==> src/hdl/actirq_pkg.sv <==
// package: register offsets, field positions, modes and carriers
package actirq_pkg;
    // register select offsets (4-bit register select)
    localparam logic [3:0] REG_PORT_B    = 4'h0;
    localparam logic [3:0] REG_DIR_B     = 4'h2;
    localparam logic [3:0] REG_T1_LO     = 4'h4;
    localparam logic [3:0] REG_T1_HI     = 4'h5;
    localparam logic [3:0] REG_T1L_LO    = 4'h6;
    localparam logic [3:0] REG_T1L_HI    = 4'h7;
    localparam logic [3:0] REG_T2_LO     = 4'h8;
    localparam logic [3:0] REG_T2_HI     = 4'h9;
    localparam logic [3:0] REG_SHIFT     = 4'ha;
    localparam logic [3:0] REG_AUX       = 4'hb;
    localparam logic [3:0] REG_IFR       = 4'hd;
    localparam logic [3:0] REG_IER       = 4'he;
    // aux_mode_control fields
    localparam int AUX_LATCH_B    = 0;
    localparam int AUX_SHIFT_LO   = 2;
    localparam int AUX_T2_MODE    = 5;
    localparam int AUX_T1_FREE    = 6;
    localparam int AUX_T1_PIN     = 7;
    localparam logic [7:0] AUX_RESET = 8'h00;
    // interrupt flag positions
    localparam int IRQ_SHIFT    = 2;
    localparam int IRQ_CB1      = 4;
    localparam int IRQ_T2       = 5;
    localparam int IRQ_T1       = 6;
    localparam int IRQ_ANY      = 7;
    localparam int NUM_SOURCES  = 7;
    localparam int SHIFT_BITS   = 8;
    // shift register modes
    typedef enum logic [2:0] {
        SM_OFF      = 3'h0,
        SM_IN_T2    = 3'h1,
        SM_IN_SYS   = 3'h2,
        SM_IN_EXT   = 3'h3,
        SM_OUT_FREE = 3'h4,
        SM_OUT_T2   = 3'h5,
        SM_OUT_SYS  = 3'h6,
        SM_OUT_EXT  = 3'h7
    } actirq_shift_mode_e;
    // host bus request
    typedef struct packed {
        logic       sel;
        logic       wr;
        logic [3:0] addr;
        logic [7:0] data;
    } actirq_bus_s;
endpackage

==> src/hdl/actirq_top.sv <==
// aux mode control, timers, shifter, port b latch and interrupt flags
module actirq_top #(
    parameter int SHIFT_LEN = 8
) (
    input  wire logic              sys_clk_i,
    input  wire logic              rst_n_i,
    input  wire actirq_pkg::actirq_bus_s bus_i,
    output logic [7:0]             rdata_o,
    input  wire logic [7:0]        port_b_pins_i,
    output logic [7:0]             port_b_out_o,
    output logic [7:0]             port_b_oe_o,
    input  wire logic              cb1_i,
    output logic                   cb1_o,
    output logic                   cb1_oe_o,
    input  wire logic              cb2_i,
    output logic                   cb2_o,
    output logic                   cb2_oe_o,
    input  wire logic [4:0]        other_flags_set_i,
    output logic                   irq_n_o
);
    // ------------------------------------------------------------
    // register state
    // ------------------------------------------------------------
    logic [7:0]  aux_mode_control_q;
    logic [7:0]  port_b_output_reg_q;
    logic [7:0]  dir_b_q;
    logic [7:0]  latch_b_q;
    logic [15:0] t1_latch_q;
    logic [15:0] t1_cnt_q;
    logic        t1_run_q;
    logic        t1_pin_q;
    logic [7:0]  t2_latch_lo_q;
    logic [15:0] t2_cnt_q;
    logic        t2_run_q;
    logic [SHIFT_LEN-1:0] shifter_q;
    logic [3:0]  shift_cnt_q;
    logic        shift_run_q;
    logic        sclk_q;
    logic [6:0]  ifr_q;
    logic [6:0]  ier_q;
    logic        cb1_prev_q;
    logic        pb6_prev_q;

    logic wr;
    logic rd;
    logic t1_to;
    logic t2_to;
    logic cb1_fall;
    logic pb6_fall;
    logic shift_edge;
    logic shift_done;
    actirq_pkg::actirq_shift_mode_e smode;
    logic [6:0] set_flags;
    logic [6:0] clr_flags;

    assign wr = bus_i.sel && bus_i.wr;
    assign rd = bus_i.sel && !bus_i.wr;
    assign smode = actirq_pkg::actirq_shift_mode_e'(
        aux_mode_control_q[actirq_pkg::AUX_SHIFT_LO +: 3]);
    assign cb1_fall = cb1_prev_q && !cb1_i;
    assign pb6_fall = pb6_prev_q && !port_b_pins_i[6];
    assign t1_to = t1_run_q && (t1_cnt_q == 16'h0000);
    assign t2_to = t2_run_q && (t2_cnt_q == 16'h0000);

    // ------------------------------------------------------------
    // host writes to plain registers
    // ------------------------------------------------------------
    always_ff @(posedge sys_clk_i) begin
        if (!rst_n_i) begin
            aux_mode_control_q  <= actirq_pkg::AUX_RESET;
            port_b_output_reg_q <= 8'h00;
            dir_b_q             <= 8'h00;
            ier_q               <= 7'h00;
            t2_latch_lo_q       <= 8'h00;
        end else if (wr) begin
            if (bus_i.addr == actirq_pkg::REG_AUX) begin
                aux_mode_control_q <= bus_i.data;
            end else if (bus_i.addr == actirq_pkg::REG_PORT_B) begin
                port_b_output_reg_q <= bus_i.data;
            end else if (bus_i.addr == actirq_pkg::REG_DIR_B) begin
                dir_b_q <= bus_i.data;
            end else if (bus_i.addr == actirq_pkg::REG_T2_LO) begin
                t2_latch_lo_q <= bus_i.data;
            end else if (bus_i.addr == actirq_pkg::REG_IER) begin
                // bit 7 chooses set or clear of the named enables
                if (bus_i.data[7]) begin
                    ier_q <= ier_q | bus_i.data[6:0];
                end else begin
                    ier_q <= ier_q & ~bus_i.data[6:0];
                end
            end
        end
    end

    // ------------------------------------------------------------
    // port b input latch
    // ------------------------------------------------------------
    logic [7:0] pb_mix;
    assign pb_mix = (port_b_pins_i & ~dir_b_q)
                  | (port_b_output_reg_q & dir_b_q);

    always_ff @(posedge sys_clk_i) begin
        if (!rst_n_i) begin
            latch_b_q <= 8'h00;
        end else if (!aux_mode_control_q[actirq_pkg::AUX_LATCH_B]) begin
            latch_b_q <= pb_mix;
        end else if (!ifr_q[actirq_pkg::IRQ_CB1]) begin
            // capture on the flag setting edge, then hold
            latch_b_q <= pb_mix;
        end
    end

    // ------------------------------------------------------------
    // timer one
    // ------------------------------------------------------------
    always_ff @(posedge sys_clk_i) begin
        if (!rst_n_i) begin
            t1_latch_q <= 16'hffff;
            t1_cnt_q   <= 16'hffff;
            t1_run_q   <= 1'b0;
            t1_pin_q   <= 1'b1;
        end else begin
            if (wr && (bus_i.addr == actirq_pkg::REG_T1_LO ||
                       bus_i.addr == actirq_pkg::REG_T1L_LO)) begin
                t1_latch_q[7:0] <= bus_i.data;
            end
            if (wr && bus_i.addr == actirq_pkg::REG_T1L_HI) begin
                t1_latch_q[15:8] <= bus_i.data;
            end
            if (wr && bus_i.addr == actirq_pkg::REG_T1_HI) begin
                t1_latch_q[15:8] <= bus_i.data;
                t1_cnt_q <= {bus_i.data, t1_latch_q[7:0]};
                t1_run_q <= 1'b1;
                t1_pin_q <= 1'b0;
            end else if (t1_to) begin
                if (aux_mode_control_q[actirq_pkg::AUX_T1_FREE]) begin
                    t1_cnt_q <= t1_latch_q;
                    t1_pin_q <= !t1_pin_q;
                end else begin
                    t1_run_q <= 1'b0;
                    t1_pin_q <= 1'b1;
                end
            end else begin
                t1_cnt_q <= t1_cnt_q - 16'h0001;
            end
        end
    end

    // ------------------------------------------------------------
    // timer two
    // ------------------------------------------------------------
    // in the timer two shift modes (SM_IN_T2, SM_OUT_T2, SM_OUT_FREE) the bit time comes from a divider reloaded from the low latch; this counter does not reload
    logic t2_pulse_mode;
    assign t2_pulse_mode = aux_mode_control_q[actirq_pkg::AUX_T2_MODE];

    always_ff @(posedge sys_clk_i) begin
        if (!rst_n_i) begin
            t2_cnt_q <= 16'hffff;
            t2_run_q <= 1'b0;
        end else if (wr && bus_i.addr == actirq_pkg::REG_T2_HI) begin
            t2_cnt_q <= {bus_i.data, t2_latch_lo_q};
            t2_run_q <= 1'b1;
        end else if (t2_to) begin
            t2_run_q <= 1'b0;
        end else if (!t2_pulse_mode || pb6_fall) begin
            t2_cnt_q <= t2_cnt_q - 16'h0001;
        end
    end

    // ------------------------------------------------------------
    // shift register
    // ------------------------------------------------------------
    logic shift_out_mode;
    logic ext_mode;
    logic t2_mode;
    logic t2_bit;
    logic [7:0] t2_div_q;
    assign shift_out_mode = smode[2];
    assign ext_mode = (smode == actirq_pkg::SM_IN_EXT) ||
                      (smode == actirq_pkg::SM_OUT_EXT);
    assign t2_mode = (smode == actirq_pkg::SM_IN_T2) ||
                     (smode == actirq_pkg::SM_OUT_T2) ||
                     (smode == actirq_pkg::SM_OUT_FREE);
    assign t2_bit = (t2_div_q == 8'h00);

    // bit-time divider fed from timer two low latch, up to 256 cycles
    always_ff @(posedge sys_clk_i) begin
        if (!rst_n_i) begin
            t2_div_q <= 8'h00;
        end else if (t2_bit) begin
            t2_div_q <= t2_latch_lo_q;
        end else begin
            t2_div_q <= t2_div_q - 8'h01;
        end
    end

    always_comb begin
        shift_edge = 1'b0;
        if (smode == actirq_pkg::SM_OFF) begin
            shift_edge = 1'b0;
        end else if (ext_mode) begin
            shift_edge = cb1_fall;
        end else if (t2_mode) begin
            shift_edge = t2_bit;
        end else begin
            shift_edge = 1'b1;
        end
    end

    assign shift_done = shift_run_q && shift_edge &&
        (shift_cnt_q == 4'(SHIFT_LEN - 1)) &&
        (smode != actirq_pkg::SM_OUT_FREE);

    always_ff @(posedge sys_clk_i) begin
        if (!rst_n_i) begin
            shifter_q   <= '0;
            shift_cnt_q <= 4'h0;
            shift_run_q <= 1'b0;
            sclk_q      <= 1'b1;
        end else if (bus_i.sel && bus_i.addr == actirq_pkg::REG_SHIFT) begin
            // any access to the shifter restarts a transfer, SHIFT_LEN bits long except endless in SM_OUT_FREE, or stops it when the mode is off
            if (wr) begin
                shifter_q <= bus_i.data[SHIFT_LEN-1:0];
            end
            shift_cnt_q <= 4'h0;
            shift_run_q <= (smode != actirq_pkg::SM_OFF);
        end else if (shift_run_q && shift_edge) begin
            if (shift_out_mode) begin
                shifter_q <= {shifter_q[SHIFT_LEN-2:0],
                              shifter_q[SHIFT_LEN-1]};
            end else begin
                shifter_q <= {shifter_q[SHIFT_LEN-2:0], cb2_i};
            end
            sclk_q <= !sclk_q;
            shift_cnt_q <= shift_cnt_q + 4'h1;
            if (shift_done) begin
                shift_run_q <= 1'b0;
            end
        end else begin
            sclk_q <= 1'b1;
        end
    end

    // ------------------------------------------------------------
    // interrupt flags
    // ------------------------------------------------------------
    always_comb begin
        set_flags = 7'h00;
        set_flags[4:0] = other_flags_set_i;
        set_flags[actirq_pkg::IRQ_CB1]   = other_flags_set_i[4] |
                                           cb1_fall;
        set_flags[actirq_pkg::IRQ_SHIFT] = other_flags_set_i[2] |
                                           shift_done;
        set_flags[actirq_pkg::IRQ_T1]    = t1_to;
        set_flags[actirq_pkg::IRQ_T2]    = t2_to && !shift_run_q;
        clr_flags = 7'h00;
        if (wr && bus_i.addr == actirq_pkg::REG_IFR) begin
            clr_flags = bus_i.data[6:0];
        end
    end

    always_ff @(posedge sys_clk_i) begin
        if (!rst_n_i) begin
            ifr_q <= 7'h00;
        end else begin
            ifr_q <= (ifr_q & ~clr_flags) | set_flags;
        end
    end

    // ------------------------------------------------------------
    // read path and pins, all registered
    // ------------------------------------------------------------
    always_ff @(posedge sys_clk_i) begin
        if (!rst_n_i) begin
            rdata_o <= 8'h00;
        end else if (rd) begin
            if (bus_i.addr == actirq_pkg::REG_PORT_B) begin
                rdata_o <= latch_b_q;
            end else if (bus_i.addr == actirq_pkg::REG_AUX) begin
                rdata_o <= aux_mode_control_q;
            end else if (bus_i.addr == actirq_pkg::REG_DIR_B) begin
                rdata_o <= dir_b_q;
            end else if (bus_i.addr == actirq_pkg::REG_T1_LO) begin
                rdata_o <= t1_cnt_q[7:0];
            end else if (bus_i.addr == actirq_pkg::REG_T1_HI) begin
                rdata_o <= t1_cnt_q[15:8];
            end else if (bus_i.addr == actirq_pkg::REG_T2_LO) begin
                rdata_o <= t2_cnt_q[7:0];
            end else if (bus_i.addr == actirq_pkg::REG_T2_HI) begin
                rdata_o <= t2_cnt_q[15:8];
            end else if (bus_i.addr == actirq_pkg::REG_SHIFT) begin
                rdata_o <= shifter_q;
            end else if (bus_i.addr == actirq_pkg::REG_IFR) begin
                rdata_o <= {|(ifr_q & ier_q), ifr_q};
            end else if (bus_i.addr == actirq_pkg::REG_IER) begin
                rdata_o <= {1'b1, ier_q};
            end else begin
                rdata_o <= 8'h00;
            end
        end
    end

    always_ff @(posedge sys_clk_i) begin
        if (!rst_n_i) begin
            irq_n_o      <= 1'b1;
            port_b_out_o <= 8'h00;
            port_b_oe_o  <= 8'h00;
            cb1_o        <= 1'b1;
            cb1_oe_o     <= 1'b0;
            cb2_o        <= 1'b1;
            cb2_oe_o     <= 1'b0;
            cb1_prev_q   <= 1'b1;
            pb6_prev_q   <= 1'b1;
        end else begin
            // set and enable pairs gate the single request line
            irq_n_o <= !(|((ifr_q | set_flags) & ier_q));
            port_b_out_o <= port_b_output_reg_q;
            port_b_oe_o  <= dir_b_q;
            if (aux_mode_control_q[actirq_pkg::AUX_T1_PIN]) begin
                port_b_out_o[7] <= t1_pin_q;
                port_b_oe_o[7]  <= 1'b1;
            end
            cb1_o    <= sclk_q;
            cb1_oe_o <= (smode != actirq_pkg::SM_OFF) && !ext_mode;
            cb2_o    <= shifter_q[SHIFT_LEN-1];
            cb2_oe_o <= shift_out_mode;
            cb1_prev_q <= cb1_i;
            pb6_prev_q <= port_b_pins_i[6];
        end
    end

    // ------------------------------------------------------------
    // checks
    // ------------------------------------------------------------
    logic t1_hi_wr;
    assign t1_hi_wr = wr && bus_i.addr == actirq_pkg::REG_T1_HI;
endmodule

==> config.mk <==
export PLATFORM = sky130hd
export DESIGN_NAME = actirq_top
export DESIGN_NICKNAME = d
export VERILOG_FILES = /design/src/hdl/actirq_pkg.sv /design/src/hdl/actirq_top.sv
export SDC_FILE = /design/constraint.sdc
export NUM_CORES = 1
export LEC_CHECK = 0
export BUFFER_PORTS_ARGS = -buffer_cell sky130_fd_sc_hd__buf_2
export CORE_ASPECT_RATIO = 1.1
export CORE_UTILIZATION = 40
export DETAILED_ROUTE_END_ITERATION = 8
export PLACE_DENSITY = 0.64
export SETUP_SLACK_MARGIN = 0.4
export SLEW_MARGIN = 30
export SYNTH_ARGS = -nofsm -noshare
export SYNTH_HDL_FRONTEND = slang
export SYNTH_SLANG_ARGS = --single-unit
==> constraint.sdc <==
create_clock -name sys_clk_i -period 6.2 [get_ports sys_clk_i]
set_clock_uncertainty 0.2 [all_clocks]
set_input_delay 0.93 -clock sys_clk_i [delete_from_list [all_inputs] [get_ports sys_clk_i]]
set_output_delay 0.93 -clock sys_clk_i [all_outputs]
set_load 0.005 [all_outputs]
==> results of run 1 <==
-- area by class of cell --
type                    count  share of cell area (%)
clock inverters            14                   2.376
inverters                  15                  0.6599
well taps                 243                   3.564
multi-input cells         657                   47.40
clock buffers              18                   5.030
repair buffers             64                   3.901
flip-flops and latches    158                   37.07
-- flip-flops by register name, summed over array words and instances, names as in the netlist, 7 cells and up, named ones only --
signal               count
port_b_out_o             8
port_b_output_reg_q      8
shifter_q                8
dir_b_q                  8
t2_cnt_q                16
t1_latch_q              16
rdata_o                  8
ifr_q                    7
t2_latch_lo_q            8
latch_b_q                8
aux_mode_control_q       8
port_b_oe_o              8
t2_div_q                 8
t1_cnt_q                16
-- cell usage in the layout (no fill, tap or decap), drive strengths merged, types with 14 or more instances in the layout --
master  count
a211oi     27
a21oi      61
and2       18
buf        64
clkbuf     18
dfxtp     158
inv        20
mux2i      43
nand2     107
nand2b     16
nand3      35
nor2       83
nor3       26
o211ai     14
o21ai      23
o22ai      16
xnor2      17
-- per-layer routing --
metal  GRT usage [%]  vias up
li1                -     3280
met1           29.72     3203
met2           38.11      245
met3           4.424       50
met4           9.195        0
met5               0        -
-- worst paths after layout --
kind,start,slack [ps],endpoint
worst max-delay path,bus_i[8],2900,t1_cnt_q[9]$_SDFFE_PN1P_
worst min-delay path,sclk_q$_SDFFE_PN1N_,270,cb1_o$_SDFF_PN1_
worst max register to register,t1_cnt_q[2]$_SDFFE_PN1P_,3440,t1_cnt_q[11]$_SDFFE_PN1P_
worst min register to register,sclk_q$_SDFFE_PN1N_,270,cb1_o$_SDFF_PN1_
-- worst reg2reg max path, cell delays in order (launching register included) --
cell and delay (ps):
dfxtp_1 380, or4_1 560, nor3_1 730, nand2_1 310
a2111oi_0 370, a211oi_1 90
-- synthesized netlist by cell type, types with 16 or more instances --
cell type	number	area share [%]
nand3_1	34	2.3
dfxtp_1	158	42
a211oi_1	26	2.6
and2_1	18	1.5
nor3_1	25	1.7
mux2i_1	43	5.7
o22ai_1	16	1.3
o21ai_0	23	1.5
nand2b_1	16	1.3
nor2_1	83	4.2
a21oi_1	60	4.0
nand2_1	107	5.4
clkbuf_1	49	2.5
xnor2_1	17	2.0
-- power by group through the flow --
stage	logic [mW]	clock network (mW)	registers, mW
detailed placement	0.278	0	1.12
finish	0.279	1.14	1.10
global route	0.314	1.20	1.11
global placement	0.274	0	1.12
floorplan	0.209	0	1.11
CTS	0.279	1.15	1.10
-- stage by stage --
stage | std cells | setup slack, ps | area (um^2) | util (%)
floorplan | 889 | 3459 | 7502 | -
global placement | 1137 | 2512 | 7900 | 42.91
detailed placement | 1137 | 2480 | 7900 | 42.91
CTS | 1169 | 2934 | 8532 | 46.34
global route | 1169 | 2665 | 8532 | 46.34
finish | 1169 | 2899 | 8532 | 46.34
-- kinds of logic (layout without fill, tap and decap cells) --
| logic type | after synthesis | after routing | synth area share [%] |
|---|---|---|---|
| and+or+nand+nor | 360 | 360 | 23.75 |
| AOI/OAI and AO/OA | 221 | 221 | 20.28 |
| DFF | 158 | 158 | 42.16 |
| buffers and inverters | 74 | 111 | 3.936 |
| muxes | 44 | 44 | 5.887 |
| xor gates and xnor gates | 27 | 27 | 3.152 |
| adders and majority gates | 5 | 5 | 0.8339 |
==> flow_summary.toml, run 1 <==
[logic_synthesis]
syn_nets = 925
syn_inst = 889
synth_warnings = 0
synth_edf_count = 0
synthFlopType = "dfxtp_1"
syn_avg_cell_area_um2 = 8.439
yosysSeqAreaShare_pct = 42.16
ys_seq_elements = 158
syn_area_um2 = 7502
async_reset_ff_share_pct = 0
synth.distinct_cells = 65

[setup_path]
cp_top_family = "simple AND/OR/NAND/NOR gates"
crit_buf_inv = 1
cp-start-kind = "primary input"
path_depth = 6
required_ps = 6280
critPathKind = "primary input to flop"
slowest_stage = "and3_1"
max_stage_delay_ps = 710
cp-end-kind = "flop"
crit_chain = "buf_2 > nor2b_1 > and3_1 > a21oi_2 > o311ai_0 > o2111ai_1"
r2r_cells = 5
cp_data_arrival_time_ps = 3380
crit_fanout = 41

[placed_design]
io_buffer_count = 59
dp_hpwl_mm = 15.21
place_congestion = 0.8977

[drt]
vias_per_cell = 5.798
drc = 0
met3_length_mm = 1.321
wl_met2_mm = 10.32
vias = 6778
drtAntennaViolNets = 0
firstDrtPassIters = 6
drt_iter0_drc = 660
top_layer_used = "met4"
finalWirelength_mm = 21.97
m1WireLength_mm = 9.642
wl_per_cell_um = 18.79

[sta]
slew_violations = 0
relSlewSlack_pct = 36.71
fin_setup_tns_ps = 0
setup_violations = 0
worst_pin_slew_ps = 945.9
hold_ws_ps = 268.0
max_clock_freq_mhz = 302.9
fin_crit_sh_pct = 53.24
rsz0062_at_grt = "no"
period_minus_slack_ps = 3301
hold_viol = 0

[clock_tree]
clk_latency_ps = 430
cts_htree_levels = 4
cts_resized = 0
cts_tree = "built"
cts_made_buffers = 17
postCtsHoldBufs = 0
cts_root_buf = "clkbuf_16"
clkSlewWorstSetupHoldPaths_ps = 60
post-cts-setup-buffers = 0
cts_buffer_depth = 2
clock_sinks = 158

[outcome]
status = "completed"

[layout]
multi_input_area_um2 = 4044
antenna_cells = 0
final_nets = 949
area_growth_pct = 13.73
layout-drive-gt1-share_pct = 13.17
fillCellCount = 1823
regArea_um2 = 3163

[floorplanning]
dieArea_um2 = 19310
die_y_um = 145.6
core_um2 = 18410
start_util_pct = 40.74
ios = 60
core.rowCount = 52
die_x_um = 132.6

[power_and_ir_drop]
power_leakage_nw = 3.214
peakVddDrop_uv = 198.8
combPwrFrac_pct = 11.1
intPower_mw = 1.850
p_clk_share_pct = 45.2
swShare_pct = 26.50
pwr-share-seq_pct = 43.7
power.density_nw_per_um2 = 295.1
fin_total_pwr_mw = 2.518
power_switching_uw = 667.2

[global_routing]
grt_use_total_pct = 23.13
antenna_found_initial = 0
grt_start_max_net_pins = 51
grt_overflow = 0
grt_pass1_wl_mm = 34.42
grt_pass1_vias = 6249

[hold_path]
hp-class = "flop to flop"
whs_path_depth = 1

[flow_run]
maxCapViolCount = 0
No activity file was read; power rests on OpenSTA's default activity.
==> inputs of run 2 (changes only) <==
- ABC_AREA: not set -> 1
- clock period: 6.2 -> 3.35 ns (I/O delays scaled with it)
==> flow_summary.toml, run 2 <==
[power_and_ir_drop]
peakVddDrop_uv = 334.5
power_leakage_nw = 3.855
power.density_nw_per_um2 = 536.4
fin_total_pwr_mw = 4.667

[sta]
slew_violations = 0
relSlewSlack_pct = 52.52
fin_setup_tns_ps = 0
period_minus_slack_ps = 2503
fin_crit_sh_pct = 74.72
fin_ws_ps = 846.8
setup_violations = 0
hold_ws_ps = 86.33
hold_viol = 0
rsz0062_at_grt = "no"
worst_pin_slew_ps = 705.8
max_clock_freq_mhz = 399.5

[logic_synthesis]
ys_seq_elements = 158
yosys-top-cells-area = "dfxtp_1 42%, nand2_1 13%, o21ai_0 8.2%"
synthMostInstantiatedCell = "nand2_1"
synth_largest_area_cell = "dfxtp_1"
async_reset_ff_share_pct = 0
synthFlopType = "dfxtp_1"
yosys-top-cells-count = "266 x nand2_1, 158 x dfxtp_1, 135 x inv_1"
syn_nets = 1105
synth_edf_count = 0
syn_avg_cell_area_um2 = 7.068
synth.distinct_cells = 42
syn_inst = 1069
synth_warnings = 0
syn_area_um2 = 7556
yosysSeqAreaShare_pct = 41.86
synth_top_area_share_pct = 41.86

[drt]
firstDrtPassIters = 5
vias_per_cell = 5.208
wl_per_cell_um = 15.93
drc = 0
drtAntennaViolNets = 0
drt_iter0_drc = 571
vias = 7130
finalWirelength_mm = 21.81

[global_routing]
grt_pass1_wl_mm = 35.17
antenna_found_initial = 0
grt_use_total_pct = 23.25
grt_start_max_net_pins = 109
grt_pass1_vias = 6638
grt_overflow = 0

[placed_design]
post_dp_cell_area_um2 = 8056
io_buffer_count = 59
place_congestion = 0.8983
dp_hpwl_mm = 15.71
placedCellCount = 1337
post-place-ws_ps = 690.3

[layout]
layout-drive-gt1-share_pct = 12.08
antenna_cells = 0
final_cell_mix = "266 x nand2_1, 158 x dfxtp_1, 135 x inv_1"
area_growth_pct = 15.15
final_core_utilization_pct = 47.09
top_regs = "t1_cnt_q: 16 flops, t1_latch_q: 16 flops, t2_cnt_q: 16 flops"
fin_cells = 1369
fillCellCount = 1921
regArea_um2 = 3163
final_common_cell = "nand2_1"
final_nets = 1149
postLayoutCellArea_um2 = 8701
multi_input_area_um2 = 3661

[floorplanning]
start_util_pct = 40.89
die_y_um = 146.2
core.rowCount = 52
ios = 60
core_um2 = 18480
dieArea_um2 = 19440
die_x_um = 133.0

[setup_path]
max_stage_delay_ps = 410
cp-end-kind = "flop"
reg2reg_to = "t1_cnt_q[5]$_SDFFE_PN1P_"
crit_fanout = 10
crit_top_cell = "inv_1"
crit_chain = "inv_1 > ha_1 > nand2_1 > nor3_1 > and3_1 > nand3_1 > inv_1 > o21ai_0"
critPathKind = "flop to flop"
rr_startpoint = "t1_cnt_q[0]$_SDFFE_PN1P_"
cp-start-kind = "flop"
required_ps = 3450
reg2reg_slack_ps = 850
slowest_stage = "nand3_1"
cp_data_arrival_time_ps = 2600
r2r_cells = 8

[clock_tree]
clock_sinks = 158
cts_made_buffers = 17
cts_htree_levels = 4
cts_tree = "built"
clk_latency_ps = 440
post-cts-setup-buffers = 0
postCtsHoldBufs = 0
cts_resized = 0
clkSlewWorstSetupHoldPaths_ps = 70
cts_buffer_depth = 2
cts_root_buf = "clkbuf_16"

[hold_path]
hold_path.startpoint = "cb1_i"
whs_path_depth = 3
hp-class = "primary input to flop"
min_to = "cb1_prev_q$_SDFF_PN1_"

[flow_run]
maxCapViolCount = 0

[outcome]
status = "completed"
[run 2: cell types whose count changed after synthesis, sizes merged, moves of 15 or more]
| cell | delta |
|---|---|
| a211oi | -24 |
| a21oi | +36 |
| and2 | -18 |
| clkbuf | -22 |
| inv | +130 |
| mux2i | -43 |
| nand2 | +163 |
| nand2b | -16 |
| nor2 | -24 |
| nor3 | -15 |
| o211ai | +18 |
| o21ai | +103 |
[run 2: area by class of cell]
cell class                 instances  area share (%)
inverter                         146           6.385
timing repair buffer              66           4.285
multi-input combinational        724           42.08
clock inverter                    15           2.517
clock buffer                      17           4.889
sequential                       158           36.35
tap                              243           3.494
[run 2: worst max-delay path by stage]
stage	start	to	slack, ps	depth (start not counted)
global route	t2_div_q[3]$_SDFF_PN0_	shifter_q[2]$_SDFFE_PN0P_	660	9
finish	t1_cnt_q[0]$_SDFFE_PN1P_	t1_cnt_q[5]$_SDFFE_PN1P_	850	8
global placement	bus_i[13]	t1_cnt_q[7]$_SDFFE_PN1P_	810	9
floorplan	t2_cnt_q[0]$_SDFFE_PN1P_	t2_cnt_q[6]$_SDFFE_PN1P_	1340	14
CTS	t1_cnt_q[0]$_SDFFE_PN1P_	t1_cnt_q[5]$_SDFFE_PN1P_	890	8
detailed placement	bus_i[13]	t1_cnt_q[5]$_SDFFE_PN1P_	690	9
[run 2: worst max-delay path, delay by kind of cell (launching register included)]
family          cells  cell delay [ps]
fa+ha+maj           1              240
compound gates      1              110
simple gates        4             1060
flops               1              330
buf+inv             2              420
[run 2: power breakdown]
part	internal, mW	switching, mW
sequential	1.96	0.0570
combinational	0.179	0.333
clock	1.27	0.865
[run 2: routing by layer]
layer,track usage (%),vias up,share of wire (%)
met2,37.98,216,47
met3,3.854,38,5.9
met4,8.506,0,2.2
li1,-,3619,-
met1,30.70,3257,45
met5,0,-,0
[run 2: kinds of logic (layout without fill, tap and decap cells)]
family / Yosys count / after routing / share of synthesized area (%)
simple gates: 420 / 420 / 24.67
compound gates: 278 / 278 / 20.52
buf+inv: 187 / 244 / 9.687
flops: 158 / 158 / 41.86
xor+xnor: 21 / 21 / 2.434
fa+ha+maj: 5 / 5 / 0.8280
